**config.mk**
```make
export PLATFORM = sky130hd
export DESIGN_NAME = smdt_top
export DESIGN_NICKNAME = d
export VERILOG_FILES = /design/src/pkg/smdt_pkg.sv /design/src/rtl/smdt_table_rom.sv /design/src/rtl/smdt_cfg_index.sv /design/src/rtl/smdt_top.sv
export SDC_FILE = /design/constraint.sdc
export NUM_CORES = 1
export LEC_CHECK = 0
export BUFFER_PORTS_ARGS = -buffer_cell sky130_fd_sc_hd__buf_2
export CORE_AREA = 2 2 139 141
export DETAILED_ROUTE_END_ITERATION = 6
export DIE_AREA = 0 0 141 143
export SLEW_MARGIN = 20
export SYNTH_ARGS = -nofsm -noshare
export SYNTH_HDL_FRONTEND = slang
export SYNTH_SLANG_ARGS = --single-unit
export TNS_END_PERCENT = 1
```
**constraint.sdc**
```tcl
create_clock -name pclk -period 3.3 [get_ports pclk]
set_input_delay 0.495 -clock pclk [delete_from_list [all_inputs] [get_ports pclk]]
set_output_delay 0.495 -clock pclk [all_outputs]
set_load 0.02 [all_outputs]
```
**src/pkg/smdt_pkg.sv**
```systemverilog
// Constants and descriptor builders for the sector map discovery table
package smdt_pkg;

  localparam logic [7:0]  SMDT_OP_READ_ANY  = 8'h65;
  localparam logic [1:0]  SMDT_ADDR_LEN_VAR = 2'h3;
  localparam logic [1:0]  SMDT_RFU2         = 2'h3;
  localparam logic [3:0]  SMDT_LAT_VAR      = 4'hf;
  localparam logic [5:0]  SMDT_RFU6         = 6'h3f;
  localparam logic [7:0]  SMDT_RFU8         = 8'hff;
  localparam logic [3:0]  SMDT_RFU4         = 4'hf;
  localparam logic        SMDT_DESC_CMD     = 1'b0;
  localparam logic        SMDT_DESC_MAP     = 1'b1;
  localparam logic        SMDT_END          = 1'b1;
  localparam logic        SMDT_MORE         = 1'b0;
  localparam logic [7:0]  SMDT_MASK_UNIFORM = 8'h08;
  localparam logic [7:0]  SMDT_MASK_SPLIT   = 8'h40;
  localparam logic [7:0]  SMDT_MASK_TOP     = 8'h04;
  localparam logic [31:0] SMDT_ADDR_CFG3V   = 32'h0080_0004;
  localparam logic [31:0] SMDT_ADDR_CFG1V   = 32'h0080_0002;
  localparam logic [7:0]  SMDT_REGIONS_M1   = 8'h02;
  localparam logic [7:0]  SMDT_CFG_BOTTOM   = 8'h00;
  localparam logic [7:0]  SMDT_CFG_TOP      = 8'h01;
  localparam logic [23:0] SMDT_SIZE_SMALL   = 24'h0001ff;
  localparam logic [23:0] SMDT_SIZE_512M    = 24'h03fbff;
  localparam logic [23:0] SMDT_SIZE_1G      = 24'h07fbff;
  localparam logic [3:0]  SMDT_ERASE_4K     = 4'h1;
  localparam logic [3:0]  SMDT_ERASE_256K   = 4'h8;
  localparam int          SMDT_WORDS        = 14;
  localparam logic [9:0]  SMDT_TAB_BASE     = 10'h1ec;
  localparam logic [11:0] SMDT_OFS_TAB_END  = 12'h034;
  localparam logic [11:0] SMDT_OFS_CTRL     = 12'h040;
  localparam logic [11:0] SMDT_OFS_STATUS   = 12'h044;
  localparam logic [11:0] SMDT_OFS_RDCNT    = 12'h048;
  localparam int          SMDT_CTRL_DENS    = 0;
  localparam int          SMDT_CTRL_LOCK    = 1;
  localparam int          SMDT_STAT_VALID   = 3;
  localparam int          SMDT_STAT_LOCKED  = 4;
  localparam int          SMDT_STAT_DENS    = 5;

  function automatic logic [31:0] smdt_detect(input logic [7:0] mask,
                                              input logic       last);
    smdt_detect = {mask, SMDT_ADDR_LEN_VAR, SMDT_RFU2, SMDT_LAT_VAR,
                   SMDT_OP_READ_ANY, SMDT_RFU6, SMDT_DESC_CMD, last};
  endfunction : smdt_detect

  function automatic logic [31:0] smdt_header(input logic [7:0] id);
    smdt_header = {SMDT_RFU8, SMDT_REGIONS_M1, id, SMDT_RFU6,
                   SMDT_DESC_MAP, SMDT_MORE};
  endfunction : smdt_header

  function automatic logic [31:0] smdt_region(input logic [23:0] size,
                                              input logic [3:0]  erase);
    smdt_region = {size, SMDT_RFU4, erase};
  endfunction : smdt_region

endpackage : smdt_pkg

```
**src/rtl/smdt_table_rom.sv**
```systemverilog
// Constant descriptor words of the sector map table
`timescale 1ns/1ps
`default_nettype none
module smdt_table_rom
  import smdt_pkg::*;
(
  input  wire logic [3:0]  word_idx,
  input  wire logic        density_1g,
  output logic      [31:0] word
);
  logic [23:0] uniform_size;

  // Only the top size byte differs between densities
  assign uniform_size = density_1g ? SMDT_SIZE_1G : SMDT_SIZE_512M;

  always_comb
  begin
    unique case (word_idx)
      4'h0: word = smdt_detect(SMDT_MASK_UNIFORM, SMDT_MORE);
      4'h1: word = SMDT_ADDR_CFG3V;
      4'h2: word = smdt_detect(SMDT_MASK_SPLIT, SMDT_MORE);
      4'h3: word = SMDT_ADDR_CFG1V;
      4'h4: word = smdt_detect(SMDT_MASK_TOP, SMDT_END);
      4'h5: word = SMDT_ADDR_CFG1V;
      4'h6: word = smdt_header(SMDT_CFG_BOTTOM);
      4'h7: word = smdt_region(SMDT_SIZE_SMALL, SMDT_ERASE_4K);
      4'h8: word = smdt_region(SMDT_SIZE_SMALL, SMDT_ERASE_256K);
      4'h9: word = smdt_region(uniform_size, SMDT_ERASE_256K);
      4'ha: word = smdt_header(SMDT_CFG_TOP);
      4'hb: word = smdt_region(uniform_size, SMDT_ERASE_256K);
      4'hc: word = smdt_region(SMDT_SIZE_SMALL, SMDT_ERASE_256K);
      4'hd: word = smdt_region(SMDT_SIZE_SMALL, SMDT_ERASE_4K);
      default: word = 32'h0000_0000;
    endcase
  end
endmodule : smdt_table_rom
`default_nettype wire

```
**src/rtl/smdt_cfg_index.sv**
```systemverilog
// Map index built from the three live configuration bits
`timescale 1ns/1ps
`default_nettype none
module smdt_cfg_index
  import smdt_pkg::*;
(
  input  wire logic       pclk,
  input  wire logic       presetn,
  input  wire logic       uniform_map_select,
  input  wire logic       param_sector_split,
  input  wire logic       param_sector_top_place,
  output logic      [2:0] map_index,
  output logic            map_valid
);
  typedef struct packed {
    logic [2:0] idx;
    logic       valid;
  } smdt_idx_t;

  smdt_idx_t st;
  smdt_idx_t next_st;

  always_comb
  begin
    next_st = st;
    next_st.idx = {uniform_map_select, param_sector_split,
                   param_sector_top_place};
    // At most one bit may be set; other mixes have no map
    next_st.valid = $onehot0(next_st.idx);
  end

  always_ff @(posedge pclk or negedge presetn)
  begin
    if (!presetn)
      st <= '0;
    else
      st <= next_st;
  end

  assign map_index = st.idx;
  assign map_valid = st.valid;
endmodule : smdt_cfg_index
`default_nettype wire

```
**src/rtl/smdt_top.sv**
```systemverilog
// Sector map discovery table with APB access and a byte read port
//
// Decided for this implementation: the address map and the APB slave port.
`timescale 1ns/1ps
`default_nettype none
module smdt_top
  import smdt_pkg::*;
#(
  parameter logic DENSITY_1G_DEFAULT = 1'b0
)
(
  input  wire logic        pclk,
  input  wire logic        presetn,
  // APB slave
  input  wire logic        psel,
  input  wire logic        penable,
  input  wire logic        pwrite,
  input  wire logic [11:0] paddr,
  input  wire logic [31:0] pwdata,
  input  wire logic [3:0]  pstrb,
  output logic      [31:0] prdata,
  output logic             pready,
  output logic             pslverr,
  // Live configuration bits from the volatile registers
  input  wire logic        uniform_map_select,
  input  wire logic        param_sector_split,
  input  wire logic        param_sector_top_place,
  // Byte read port toward the serial front end
  input  wire logic        tbl_rd_req,
  input  wire logic [9:0]  tbl_rd_addr,
  output logic      [7:0]  tbl_rd_byte,
  output logic             tbl_rd_valid,
  output logic             tbl_rd_hit
);

  // ==========================================================
  // State
  // ==========================================================
  typedef struct packed {
    logic [31:0] rdata;
    logic        slverr;
    logic        density_1g;
    logic        locked;
    logic [15:0] reads;
    logic [7:0]  rd_byte;
    logic        rd_valid;
    logic        rd_hit;
  } smdt_state_t;

  smdt_state_t st;
  smdt_state_t next_st;

  // ==========================================================
  // Helpers
  // ==========================================================
  function automatic logic smdt_tab_hit(input logic [11:0] ofs);
    smdt_tab_hit = (ofs <= SMDT_OFS_TAB_END) && (ofs[1:0] == 2'h0);
  endfunction : smdt_tab_hit

  function automatic logic [15:0] smdt_bump(input logic [15:0] cnt);
    // Saturates so a long run never wraps to a small count
    if (cnt == 16'hffff)
      smdt_bump = cnt;
    else
      smdt_bump = cnt + 16'h0001;
  endfunction : smdt_bump

  // ==========================================================
  // Decode of both access paths
  // ==========================================================
  logic        apb_setup;
  logic        apb_access;
  logic        apb_tab;
  logic [3:0]  apb_idx;
  logic [31:0] apb_word;
  logic [9:0]  rd_ofs;
  logic        rd_in_tab;
  logic [3:0]  rd_idx;
  logic [1:0]  rd_lane;
  logic [31:0] rd_word;
  logic [2:0]  map_index;
  logic        map_valid;
  logic [31:0] ctrl_view;
  logic [31:0] status_view;

  assign apb_setup  = psel && !penable;
  assign apb_access = psel && penable;
  assign apb_tab    = smdt_tab_hit(paddr);
  assign apb_idx    = paddr[5:2];

  assign rd_ofs    = tbl_rd_addr - SMDT_TAB_BASE;
  assign rd_in_tab = (tbl_rd_addr >= SMDT_TAB_BASE)
                     && (rd_ofs < 10'(SMDT_WORDS * 4));
  assign rd_idx    = rd_ofs[5:2];
  assign rd_lane   = rd_ofs[1:0];

  smdt_table_rom u_rom_apb
  (
    .word_idx   (apb_idx),
    .density_1g (st.density_1g),
    .word       (apb_word)
  );

  smdt_table_rom u_rom_byte
  (
    .word_idx   (rd_idx),
    .density_1g (st.density_1g),
    .word       (rd_word)
  );

  smdt_cfg_index u_index
  (
    .pclk                   (pclk),
    .presetn                (presetn),
    .uniform_map_select     (uniform_map_select),
    .param_sector_split     (param_sector_split),
    .param_sector_top_place (param_sector_top_place),
    .map_index              (map_index),
    .map_valid              (map_valid)
  );

  always_comb
  begin
    ctrl_view = 32'h0000_0000;
    ctrl_view[SMDT_CTRL_DENS] = st.density_1g;
    ctrl_view[SMDT_CTRL_LOCK] = st.locked;
  end

  always_comb
  begin
    status_view = 32'h0000_0000;
    status_view[2:0] = map_index;
    status_view[SMDT_STAT_VALID] = map_valid;
    status_view[SMDT_STAT_LOCKED] = st.locked;
    status_view[SMDT_STAT_DENS] = st.density_1g;
  end

  // ==========================================================
  // Next state
  // ==========================================================
  always_comb
  begin
    next_st = st;
    next_st.rd_valid = 1'b0;

    // Read data is staged in setup so the access phase needs no wait
    if (apb_setup)
    begin
      next_st.rdata  = 32'h0000_0000;
      next_st.slverr = 1'b0;
      if (pwrite)
      begin
        // Only an unlocked control word may be written
        next_st.slverr = (paddr != SMDT_OFS_CTRL) || st.locked;
      end
      else if (apb_tab)
      begin
        next_st.rdata = apb_word;
      end
      else if (paddr == SMDT_OFS_CTRL)
      begin
        next_st.rdata = ctrl_view;
      end
      else if (paddr == SMDT_OFS_STATUS)
      begin
        next_st.rdata = status_view;
      end
      else if (paddr == SMDT_OFS_RDCNT)
      begin
        next_st.rdata = {16'h0000, st.reads};
      end
      else
      begin
        next_st.slverr = 1'b1;
      end
    end

    // Writes land only at the completing edge
    if (apb_access && pwrite && !st.slverr && pstrb[0])
    begin
      next_st.density_1g = pwdata[SMDT_CTRL_DENS];
      next_st.locked     = pwdata[SMDT_CTRL_LOCK];
    end

    // First table read locks out later writes; a control write already past its setup check still lands
    if (apb_access && !pwrite && apb_tab)
    begin
      next_st.locked = 1'b1;
      next_st.reads  = smdt_bump(st.reads);
    end

    if (tbl_rd_req)
    begin
      next_st.rd_valid = 1'b1;
      next_st.rd_hit   = rd_in_tab;
      next_st.rd_byte  = 8'h00;
      if (rd_in_tab)
      begin
        // Lane 0 is the least significant byte
        next_st.rd_byte = rd_word[8*rd_lane +: 8];
        next_st.locked  = 1'b1;
        next_st.reads   = smdt_bump(next_st.reads);
      end
    end
  end

  // ==========================================================
  // Registers
  // ==========================================================
  always_ff @(posedge pclk or negedge presetn)
  begin
    if (!presetn)
    begin
      st            <= '0;
      st.density_1g <= DENSITY_1G_DEFAULT;
    end
    else
    begin
      st <= next_st;
    end
  end

  // ==========================================================
  // Outputs
  // ==========================================================
  assign pready       = 1'b1;
  assign pslverr      = apb_access && st.slverr;
  assign prdata       = st.rdata;
  assign tbl_rd_byte  = st.rd_byte;
  assign tbl_rd_valid = st.rd_valid;
  assign tbl_rd_hit   = st.rd_hit;

endmodule : smdt_top
`default_nettype wire

```
==> results.cfg, run 1 <==
[logic_synthesis]
syn_nets = 624
synth.area.top_cells = dfrtp_1 (32%), buf_4 (7.8%), o21ai_0 (4.4%)
synth-compound-area-share_pct = 21.46
yosysWarnings = 0
synth_area_per_cell_um2 = 8.412
syn_area_um2 = 4618
netlist_instances = 549
synth_top_family_by_area = simple AND/OR/NAND/NOR gates
ys_types = 84
yosys.area.top_type = dfrtp_1
synthMuxAreaShare_pct = 1.869
synth_top_area_share_pct = 31.97
async_flop_share_pct = 100.0
synth_edf_count = 0
synthXorXnorAreaFrac_pct = 5.419
ys.flop_type = dfrtp_1
yosysMostFrequentCell = dfrtp_1
synth_common_cells = dfrtp_1 (59), nand2_1 (52), buf_4 (48), nor2_1 (46), o21ai_0 (41)
ys_seq_elements = 59
synth_adder_area_share_pct = 2.167
synth-simple-area-share_pct = 25.09
ys_seq_area_share_pct = 31.97

[sta]
setup_viol = 0
rsz0062_at_grt = false
fmax_mhz = 334.0
totalNegativeSetupSlack_ns = 0
hold_viol = 0
clock_skew_ns = 0.007650
slew_headroom_pct = 53.41
worstMarginPinSlew_ns = 0.6988
slew_viol_final = 0
min_period_over_period_pct = 90.73
post-route-min-period_ns = 2.994

[grt]
grt_pass1_wl_um = 20220
antenna_found_initial = 0
grt_max_degree = 31
grt_pass1_vias = 3787
grt_util_all_layers_pct = 12.61
grt_overflow = 0

[layout]
n_antenna_cell = 0
fin_util_pct = 28.80
nets = 657
drive_gt1_share_pct = 24.87
fin_area_um2 = 5351
area_growth_pct = 15.88

[worst_setup_path]
cpMostUsedCell = ha_1
timing_worst_setup_path_type = register to register
cp.arrival_ns = 3.24
worstPathRequired_ns = 3.55
critPathMaxFanout = 8
worst-path-buf-inv = 0
cp-end-kind = register
critPathLaunchType = register
crit_chain = ha_1 > nand4_4 > nor4_4 > nand2b_2 > xnor2_1 > ha_1 > o21ai_1 > nor3_4 > a21oi_4 > a311o_1 > o211ai_2
critical-path-top-delay-family = simple AND/OR/NAND/NOR gates
cp_slowest_stage_delay_ns = 0.51
slowest_stage = dfrtp_1

[cts]
clk-insertion-delay-late_ns = 0.33
post_cts_buffers = 0
clockBufferDepth = 2
root_buffer = clkbuf_16
cts_tree = built
cts_made_buffers = 9
clkTransAtPathRegs_ns = 0.05
post_cts_resized = 0
cts_max_level = 3
cts.sink_count = 59
cts_hold_buf = 0

[detailed_routing]
first_iter_violations = 312
firstDrtPassIters = 5
drc_errors = 0
drt_wl_total_um = 12420
vias = 4103
viasPerCell = 4.998
drtAntennaViolNets = 0
avgRoutedWirePerCell_um = 15.13

[power]
ir_drop_v = 0.0002404
power_w = 0.002386
total_leakage_power_nw = 2.374
p_per_area_nw_per_um2 = 445.9

[placed_design]
dp_hpwl_um = 9623
place.gp.congestion = 0.8442
io_buffer_count = 76
place_area_um2 = 4975

[min_path]
hp-class = input pin to async pin

[floorplanning]
rows = 50
die_area_um2 = 20160
die_w_um = 141
start_util_pct = 24.86
coreArea_um2 = 18580
die_h_um = 143
io-pin-count = 111

[job]
drv_cap = 0

[run_status]
status = completed
==> worst reg2reg max path: cells and delay by family, from the launching register on <==
kind,cells,cell delay (ns)
simple gates,4,0.95
fa+ha+maj,2,0.52
compound gates,4,0.77
flops,1,0.51
xor+xnor,1,0.17
==> cells in the final DEF, fill, tap and decap left out, types with 4 or more instances in the layout <==
cell type,instances
a21oi_1,36
o22ai_1,9
o211ai_1,4
inv_1,21
mux2i_1,5
nand3_1,16
nor4_1,8
and2_1,7
ha_1,8
nand4_1,11
xnor2_1,18
and3_1,7
nor3_1,9
o21ai_0,41
a22o_1,6
clkbuf_16,9
buf_2,76
a221oi_1,6
dfrtp_1,59
xor2_1,8
nor2_1,46
nor2b_1,8
bufinv_16,4
a31oi_1,11
nand2_1,52
buf_4,20
==> report_power, final <==
part | switching [W] | leakage, nW | internal [W]
Clock | 0.000320 | 0.183 | 0.000855
Combinational | 0.000233 | 1.40 | 0.000150
Sequential | 0.0000707 | 0.789 | 0.000758
==> per-layer routing <==
metal	GRT usage (%)	routed length (µm)	share of wire [%]
met4	4.053	176	1.4
met1	18.23	6155	50
met3	2.649	746	6.0
met5	0	0	0
met2	18.72	5342	43
==> cells by family after synthesis <==
logic type                 after synthesis
DFF                                     59
AOI/OAI and AO/OA                      149
buffers and inverters                   95
xor gates and xnor gates                27
and+or+nand+nor                        202
other                                    1
adders and majority gates                8
muxes                                    8
==> registers in the layout, summed over array words and instances, names as in the netlist <==
| signal | count |
|---|---|
| ctrl_view | 2 |
| prdata | 26 |
| st | 17 |
| tbl_rd_byte | 8 |
| tbl_rd_hit | 1 |
| tbl_rd_valid | 1 |
| u_index.map_index | 3 |
| u_index.map_valid | 1 |
==> final cells by class <==
type / instances / area, µm²
Tap cell: 234 / 292.8
Multi-Input combinational cell: 395 / 2596
Clock inverter: 4 / 120.1
Timing Repair Buffer: 96 / 530.5
Clock buffer: 12 / 256.5
Sequential cell: 59 / 1476
Inverter: 21 / 78.83
Fill cell: 2004 / 13230
==> metrics by stage <==
stage,hold WS (ns),setup WS [ns],std cells
after detailed placement,0.4695,0.2514,805
after floorplan,0.1994,0.2876,549
final,0.2153,0.3061,821
after global routing,0.2809,0.09771,821
after CTS,0.2479,0.3145,821
after global placement,0.4476,0.2542,805
==> worst paths after layout <==
| kind | slack (ns) | start | to | depth (start not counted) |
|---|---|---|---|---|
| hold reg to reg | 0.47 | prdata[10]$_DFFE_PN0P_ | prdata[10]$_DFFE_PN0P_ | 2 |
| setup / recovery | 0.31 | st[10]$_DFF_PN0_ | st[17]$_DFF_PN0_ | 11 |
| setup reg to reg | 0.31 | st[10]$_DFF_PN0_ | st[17]$_DFF_PN0_ | 11 |
| min in group pclk | 0.30 | param_sector_split | u_index.map_index[1]$_DFF_PN0_ | 1 |
| hold / removal | 0.22 | presetn | st[25]$_DFF_PN0_ | 1 |
| max in group asynchronous | 2.33 | presetn | prdata[23]$_DFFE_PN0P_ | 2 |
(Power assumes the default switching activity.)
==> run 2, diff against run 1 <==
--- a/config.mk
+++ b/config.mk
@@ -6,9 +6,9 @@
 export NUM_CORES = 1
 export LEC_CHECK = 0
 export BUFFER_PORTS_ARGS = -buffer_cell sky130_fd_sc_hd__buf_2
-export CORE_AREA = 2 2 139 141
+export CORE_AREA = 2 2 179 111
 export DETAILED_ROUTE_END_ITERATION = 6
-export DIE_AREA = 0 0 141 143
+export DIE_AREA = 0 0 181 113
 export SLEW_MARGIN = 20
 export SYNTH_ARGS = -nofsm -noshare
 export SYNTH_HDL_FRONTEND = slang
==> run 2 against run 1 <==
Final area rose by 0.26%. Clock-buffer cell count fell by 1. Worst setup slack got worse by 0.033 ns. Global-route usage rose by 0.80 points. Die area rose by 1.4%. Total power fell by 7.5%. Critical endpoint unchanged.
==> results.cfg, run 2 (synthesis gave the netlist of run 1 again) <==
[sta]
setup_viol = 0
worstMarginPinSlew_ns = 0.6827
min_period_over_period_pct = 91.73
slew_viol_final = 0
hold_viol = 0
post-route-min-period_ns = 3.027
clock_skew_ns = 0.007123
slew_headroom_pct = 54.00
rsz0062_at_grt = false
fmax_mhz = 330.4
totalNegativeSetupSlack_ns = 0

[worst_setup_path]
worstPathRequired_ns = 3.56
cp-end-kind = register
r2r_start = st[11]$_DFF_PN0_
r2r_setup_slack_ns = 0.27
startpoint = st[11]$_DFF_PN0_
rr_worst_depth = 11
critPathMaxFanout = 8
cp-endpoint = st[17]$_DFF_PN0_
r2r-end = st[17]$_DFF_PN0_
critPathLaunchType = register
timing_worst_setup_path_type = register to register
cp.arrival_ns = 3.29

[cts]
cts_max_level = 3
cts.sink_count = 59
cts_tree = built
post_cts_buffers = 0
clockBufferDepth = 2
cts_made_buffers = 9
clkTransAtPathRegs_ns = 0.06
root_buffer = clkbuf_16
clk-insertion-delay-late_ns = 0.33

[detailed_routing]
first_iter_violations = 325
firstDrtPassIters = 5
drc_errors = 0
viasPerCell = 4.966
drt_wl_total_um = 13570
drtAntennaViolNets = 0
avgRoutedWirePerCell_um = 16.12
vias = 4181

[power]
p_sw_w = 0.0006728
power_w = 0.002208
power.internal_w = 0.001535
clkPwrFrac_pct = 43.5
ir_drop_v = 0.0002393
total_leakage_power_nw = 2.378
p_per_area_nw_per_um2 = 411.5
switching_share_pct = 30.48
pwr-share-comb_pct = 20.2
power.share.sequential_pct = 36.4

[layout]
fin_util_pct = 28.63
final_common_cell = buf_2
final_cell_mix = buf_2 (76), dfrtp_1 (59), nand2_1 (52), nor2_1 (46), o21ai_0 (41)
nets = 666
n_antenna_cell = 0
area_growth_pct = 16.17
largest_reg_flops = 26
drive_gt1_share_pct = 25.84

[floorplanning]
die_w_um = 181
io-pin-count = 111
coreArea_um2 = 18740
rows = 39
die_h_um = 113
die_area_um2 = 20450
start_util_pct = 24.65

[placed_design]
place.gp.congestion = 0.8711
dp_hpwl_um = 10700
io_buffer_count = 76

[grt]
antenna_found_initial = 0
grt_pass1_wl_um = 21370
grt_util_all_layers_pct = 13.40
grt_overflow = 0
grt_max_degree = 36
grt_pass1_vias = 3739

[min_path]
hp-class = input pin to register

[run_status]
status = completed

[job]
drv_cap = 0
==> run 2: cell types whose count changed in the layout (fill, tap and decap cells not counted), sizes merged <==
cell / before / now
clkbuf: 12 / 11
clkinvlp: 0 / 2
dlygate4sd3: 0 / 1
buf: 96 / 104
bufinv: 4 / 1
clkinv: 0 / 2
==> run 2: layer usage <==
metal | vias up | share of wire [%] | track usage [%]
met3 | 4 | 8.6 | 4.474
li1 | 2017 | - | -
met5 | - | 0 | 0
met1 | 1992 | 56 | 22.27
met2 | 168 | 35 | 15.95
met4 | 0 | 0.35 | 2.005
==> run 2: timing repair <==
item	in CTS	in global routing
hold endpoints to repair	4	0
resized for setup	0	0
hold buffers	1	0
==> run 2: cell type report <==
class	instances	area, µm²
Sequential cell	59	1476
Clock buffer	11	242.7
Multi-Input combinational cell	395	2596
Timing Repair Buffer	105	600.6
Fill cell	2071	13370
Tap cell	246	307.8
Inverter	21	78.83
Clock inverter	5	62.56
==> run 2: stage by stage <==
step	cells	hold WS, ns	area, µm²	setup slack, ns
floorplan	549	0.1994	4618	0.2876
detailed placement	825	0.3313	5050	0.1941
global placement	825	0.3419	5050	0.2305
finish	842	0.2881	5365	0.2730
CTS	842	0.2809	5365	0.3101
global route	842	0.2878	5365	0.1238
==> run 2: how the worst min path moves through the flow <==
| stage | depth (start not counted) | from | slack, ns | endpoint |
|---|---|---|---|---|
| 6_report | 1 | uniform_map_select | 0.29 | u_index.map_index[2]$_DFF_PN0_ |
| 5_1_grt | 1 | uniform_map_select | 0.29 | u_index.map_index[2]$_DFF_PN0_ |
| 4_1_cts | 1 | uniform_map_select | 0.28 | u_index.map_index[2]$_DFF_PN0_ |
| 3_5_place_dp | 1 | presetn | 0.33 | prdata[9]$_DFFE_PN0P_ |
| 3_3_place_gp | 1 | presetn | 0.34 | prdata[12]$_DFFE_PN0P_ |
| 2_1_floorplan | 0 | presetn | 0.20 | ctrl_view[0]$_DFFE_PN0P_ |
==> run 2: power groups by stage <==
stage / combinational (W) / clock (W) / sequential, W
3_5_place_dp: 0.000437 / 0 / 0.000813
2_1_floorplan: 0.000288 / 0 / 0.000799
6_report: 0.000446 / 0.000959 / 0.000803
3_3_place_gp: 0.000434 / 0 / 0.000813
4_1_cts: 0.000442 / 0.000972 / 0.000800
5_1_grt: 0.000495 / 0.00101 / 0.000806
==> run 2: critical path, cell delays in order (launching register included) <==
cell and delay, ns:
dfrtp_1 0.49, ha_1 0.27, nand4_4 0.17, nor4_4 0.33, nand2b_2 0.22, xnor2_1 0.16, ha_1 0.25, o21ai_1 0.16
nor3_4 0.27, a21oi_4 0.16, a311o_1 0.40, o211ai_2 0.07
==> run 3, diff against run 2 <==
--- a/config.mk
+++ b/config.mk
@@ -6,9 +6,9 @@
 export NUM_CORES = 1
 export LEC_CHECK = 0
 export BUFFER_PORTS_ARGS = -buffer_cell sky130_fd_sc_hd__buf_2
-export CORE_AREA = 2 2 179 111
+export CORE_AREA = 2 2 142 89
 export DETAILED_ROUTE_END_ITERATION = 6
-export DIE_AREA = 0 0 181 113
+export DIE_AREA = 0 0 144 91
 export SLEW_MARGIN = 20
 export SYNTH_ARGS = -nofsm -noshare
 export SYNTH_HDL_FRONTEND = slang
==> run 3 against run 2 <==
Clock skew about the same. Global-route usage is 7.3 points higher. Non-clock buffer count down 2. Core utilization grew 16 points. Cell count down 9.9%. Critical path depth grew 2. Via count increased by 1.1%. Worst setup slack got worse by 0.066 ns. Flip-flop and latch count unchanged. Die area shrank 36%.
==> results.cfg, run 3 (synthesis gave the netlist of run 1 again) <==
[run_status]
status = completed

[cts]
cts_tree = built
cts_made_buffers = 9
post_cts_resized = 0
clkTransAtPathRegs_ns = 0.06
clockBufferDepth = 2
post_cts_buffers = 0
cts.sink_count = 59
cts_hold_buf = 0
cts_max_level = 3
clk-insertion-delay-late_ns = 0.33
root_buffer = clkbuf_16

[grt]
grt_pass1_vias = 3998
grt_max_degree = 36
grt_util_all_layers_pct = 20.70
antenna_found_initial = 0
grt_overflow = 0
grt_pass1_wl_um = 21220

[worst_setup_path]
r2r_start = st[10]$_DFF_PN0_
critPathMaxFanout = 8
startpoint = st[10]$_DFF_PN0_
crit_chain = ha_1 > nand4_4 > nor4_4 > buf_4 > nor2_2 > nand2_1 > nand2_1 > ha_1 > o21ai_1 > nor3_4 > a21oi_4 > a311o_1 > o211ai_2
rr_worst_depth = 13
cp-end-kind = register
slowest_stage = dfrtp_1
r2r_setup_slack_ns = 0.21
r2r-end = st[17]$_DFF_PN0_
cp-endpoint = st[17]$_DFF_PN0_
cp.arrival_ns = 3.34
cp_slowest_stage_delay_ns = 0.50
critPathLaunchType = register
timing_worst_setup_path_type = register to register
worstPathRequired_ns = 3.55

[sta]
hold_viol = 0
min_period_over_period_pct = 93.73
totalNegativeSetupSlack_ns = 0
setup_viol = 0
slew_viol_final = 0
slew_headroom_pct = 58.97
timing.final.ws_setup_ns = 0.2070
clock_skew_ns = 0.007275
rsz0062_at_grt = false
worstMarginPinSlew_ns = 0.6110
fmax_mhz = 323.3
post-route-min-period_ns = 3.093

[floorplanning]
rows = 31
die_area_um2 = 13100
die_w_um = 144
start_util_pct = 39.30
coreArea_um2 = 11750
die_h_um = 91
io-pin-count = 111

[placed_design]
place.gp.congestion = 0.9072
place_area_um2 = 4941
dp_hpwl_um = 9842
place_ws_ns = 0.2169
io_buffer_count = 76

[power]
clkPwrFrac_pct = 46.0
pwr-share-comb_pct = 17.3
p_per_area_nw_per_um2 = 429.3
switching_share_pct = 28.78
p_sw_w = 0.0006511
ir_drop_v = 0.0003217
total_leakage_power_nw = 2.385
power.internal_w = 0.001611
power.share.sequential_pct = 36.8

[detailed_routing]
viasPerCell = 5.569
first_iter_violations = 377
drc_errors = 0
route.top_layer_used = met4
drt_wl_total_um = 12870
met3_length_um = 1104
m1WireLength_um = 6702
avgRoutedWirePerCell_um = 16.95
dr_wl_met2_um = 4973
drtAntennaViolNets = 0
firstDrtPassIters = 5
vias = 4227

[layout]
nets = 664
area_growth_pct = 14.12
largest_reg_flops = 26
fin_area_um2 = 5270
nFillCells = 1152
final_cell_mix = buf_2 (76), dfrtp_1 (59), nand2_1 (52), nor2_1 (46), o21ai_0 (41)
final_common_cell = buf_2
drive_gt1_share_pct = 25.76
n_antenna_cell = 0

[job]
drv_cap = 0

[min_path]
hp-class = input pin to async pin
-- run 3: cell count changes in the layout (fill, tap and decap cells not counted), sizes merged --
cell,delta
buf,-1
bufinv,+1
clkbuf,+1
clkinv,-1
clkinvlp,-1
dlygate4sd3,-1
-- run 3: final cells by class --
| type | count | area, µm² | area share (%) |
|---|---|---|---|
| Clock inverter | 4 | 72.57 | 1.377 |
| Inverter | 21 | 78.83 | 1.496 |
| Sequential cell | 59 | 1476 | 28.02 |
| Timing Repair Buffer | 103 | 583.1 | 11.06 |
| Tap cell | 165 | 206.4 | 3.917 |
| Clock buffer | 12 | 256.5 | 4.867 |
| Multi-Input combinational cell | 395 | 2596 | 49.26 |
-- run 3: critical path, delay by kind of cell (launching register included) --
kind / cells / cell delay [ns]
compound gates: 4 / 0.77
fa+ha+maj: 2 / 0.51
buf+inv: 1 / 0.17
flops: 1 / 0.50
simple gates: 6 / 1.05
-- run 3: stage by stage --
stage,power (W),hold slack (ns),utilization [%],instances
floorplan,0.001087,0.1994,-,549
global placement,0.001214,0.4475,42.04,743
detailed placement,0.001226,0.4522,42.04,743
CTS,0.002271,0.1757,44.84,759
global route,0.002366,0.2147,44.84,759
finish,0.002262,0.1602,44.84,759
-- run 3: per-layer routing --
layer / vias to the layer above / global-route usage [%]
met4: 0 / 4.657
li1: 2014 / -
met5: - / 0
met2: 168 / 26.59
met3: 10 / 5.011
met1: 2035 / 33.81
-- run 3: power by group through the flow --
stage / Sequential [W] / Combinational (W) / Clock, W
after global routing: 0.000836 / 0.000439 / 0.00109
after floorplan: 0.000799 / 0.000288 / 0
after CTS: 0.000830 / 0.000387 / 0.00105
after global placement: 0.000841 / 0.000373 / 0
after detailed placement: 0.000842 / 0.000384 / 0
final: 0.000832 / 0.000391 / 0.00104
-- run 3: worst min-delay path by stage --
stage	end	slack, ns	cells after the start
floorplan	ctrl_view[0]$_DFFE_PN0P_	0.20	0
global placement	prdata[17]$_DFFE_PN0P_	0.45	2
detailed placement	prdata[17]$_DFFE_PN0P_	0.45	2
CTS	prdata[11]$_DFFE_PN0P_	0.18	1
global route	prdata[11]$_DFFE_PN0P_	0.21	1
finish	prdata[12]$_DFFE_PN0P_	0.16	1
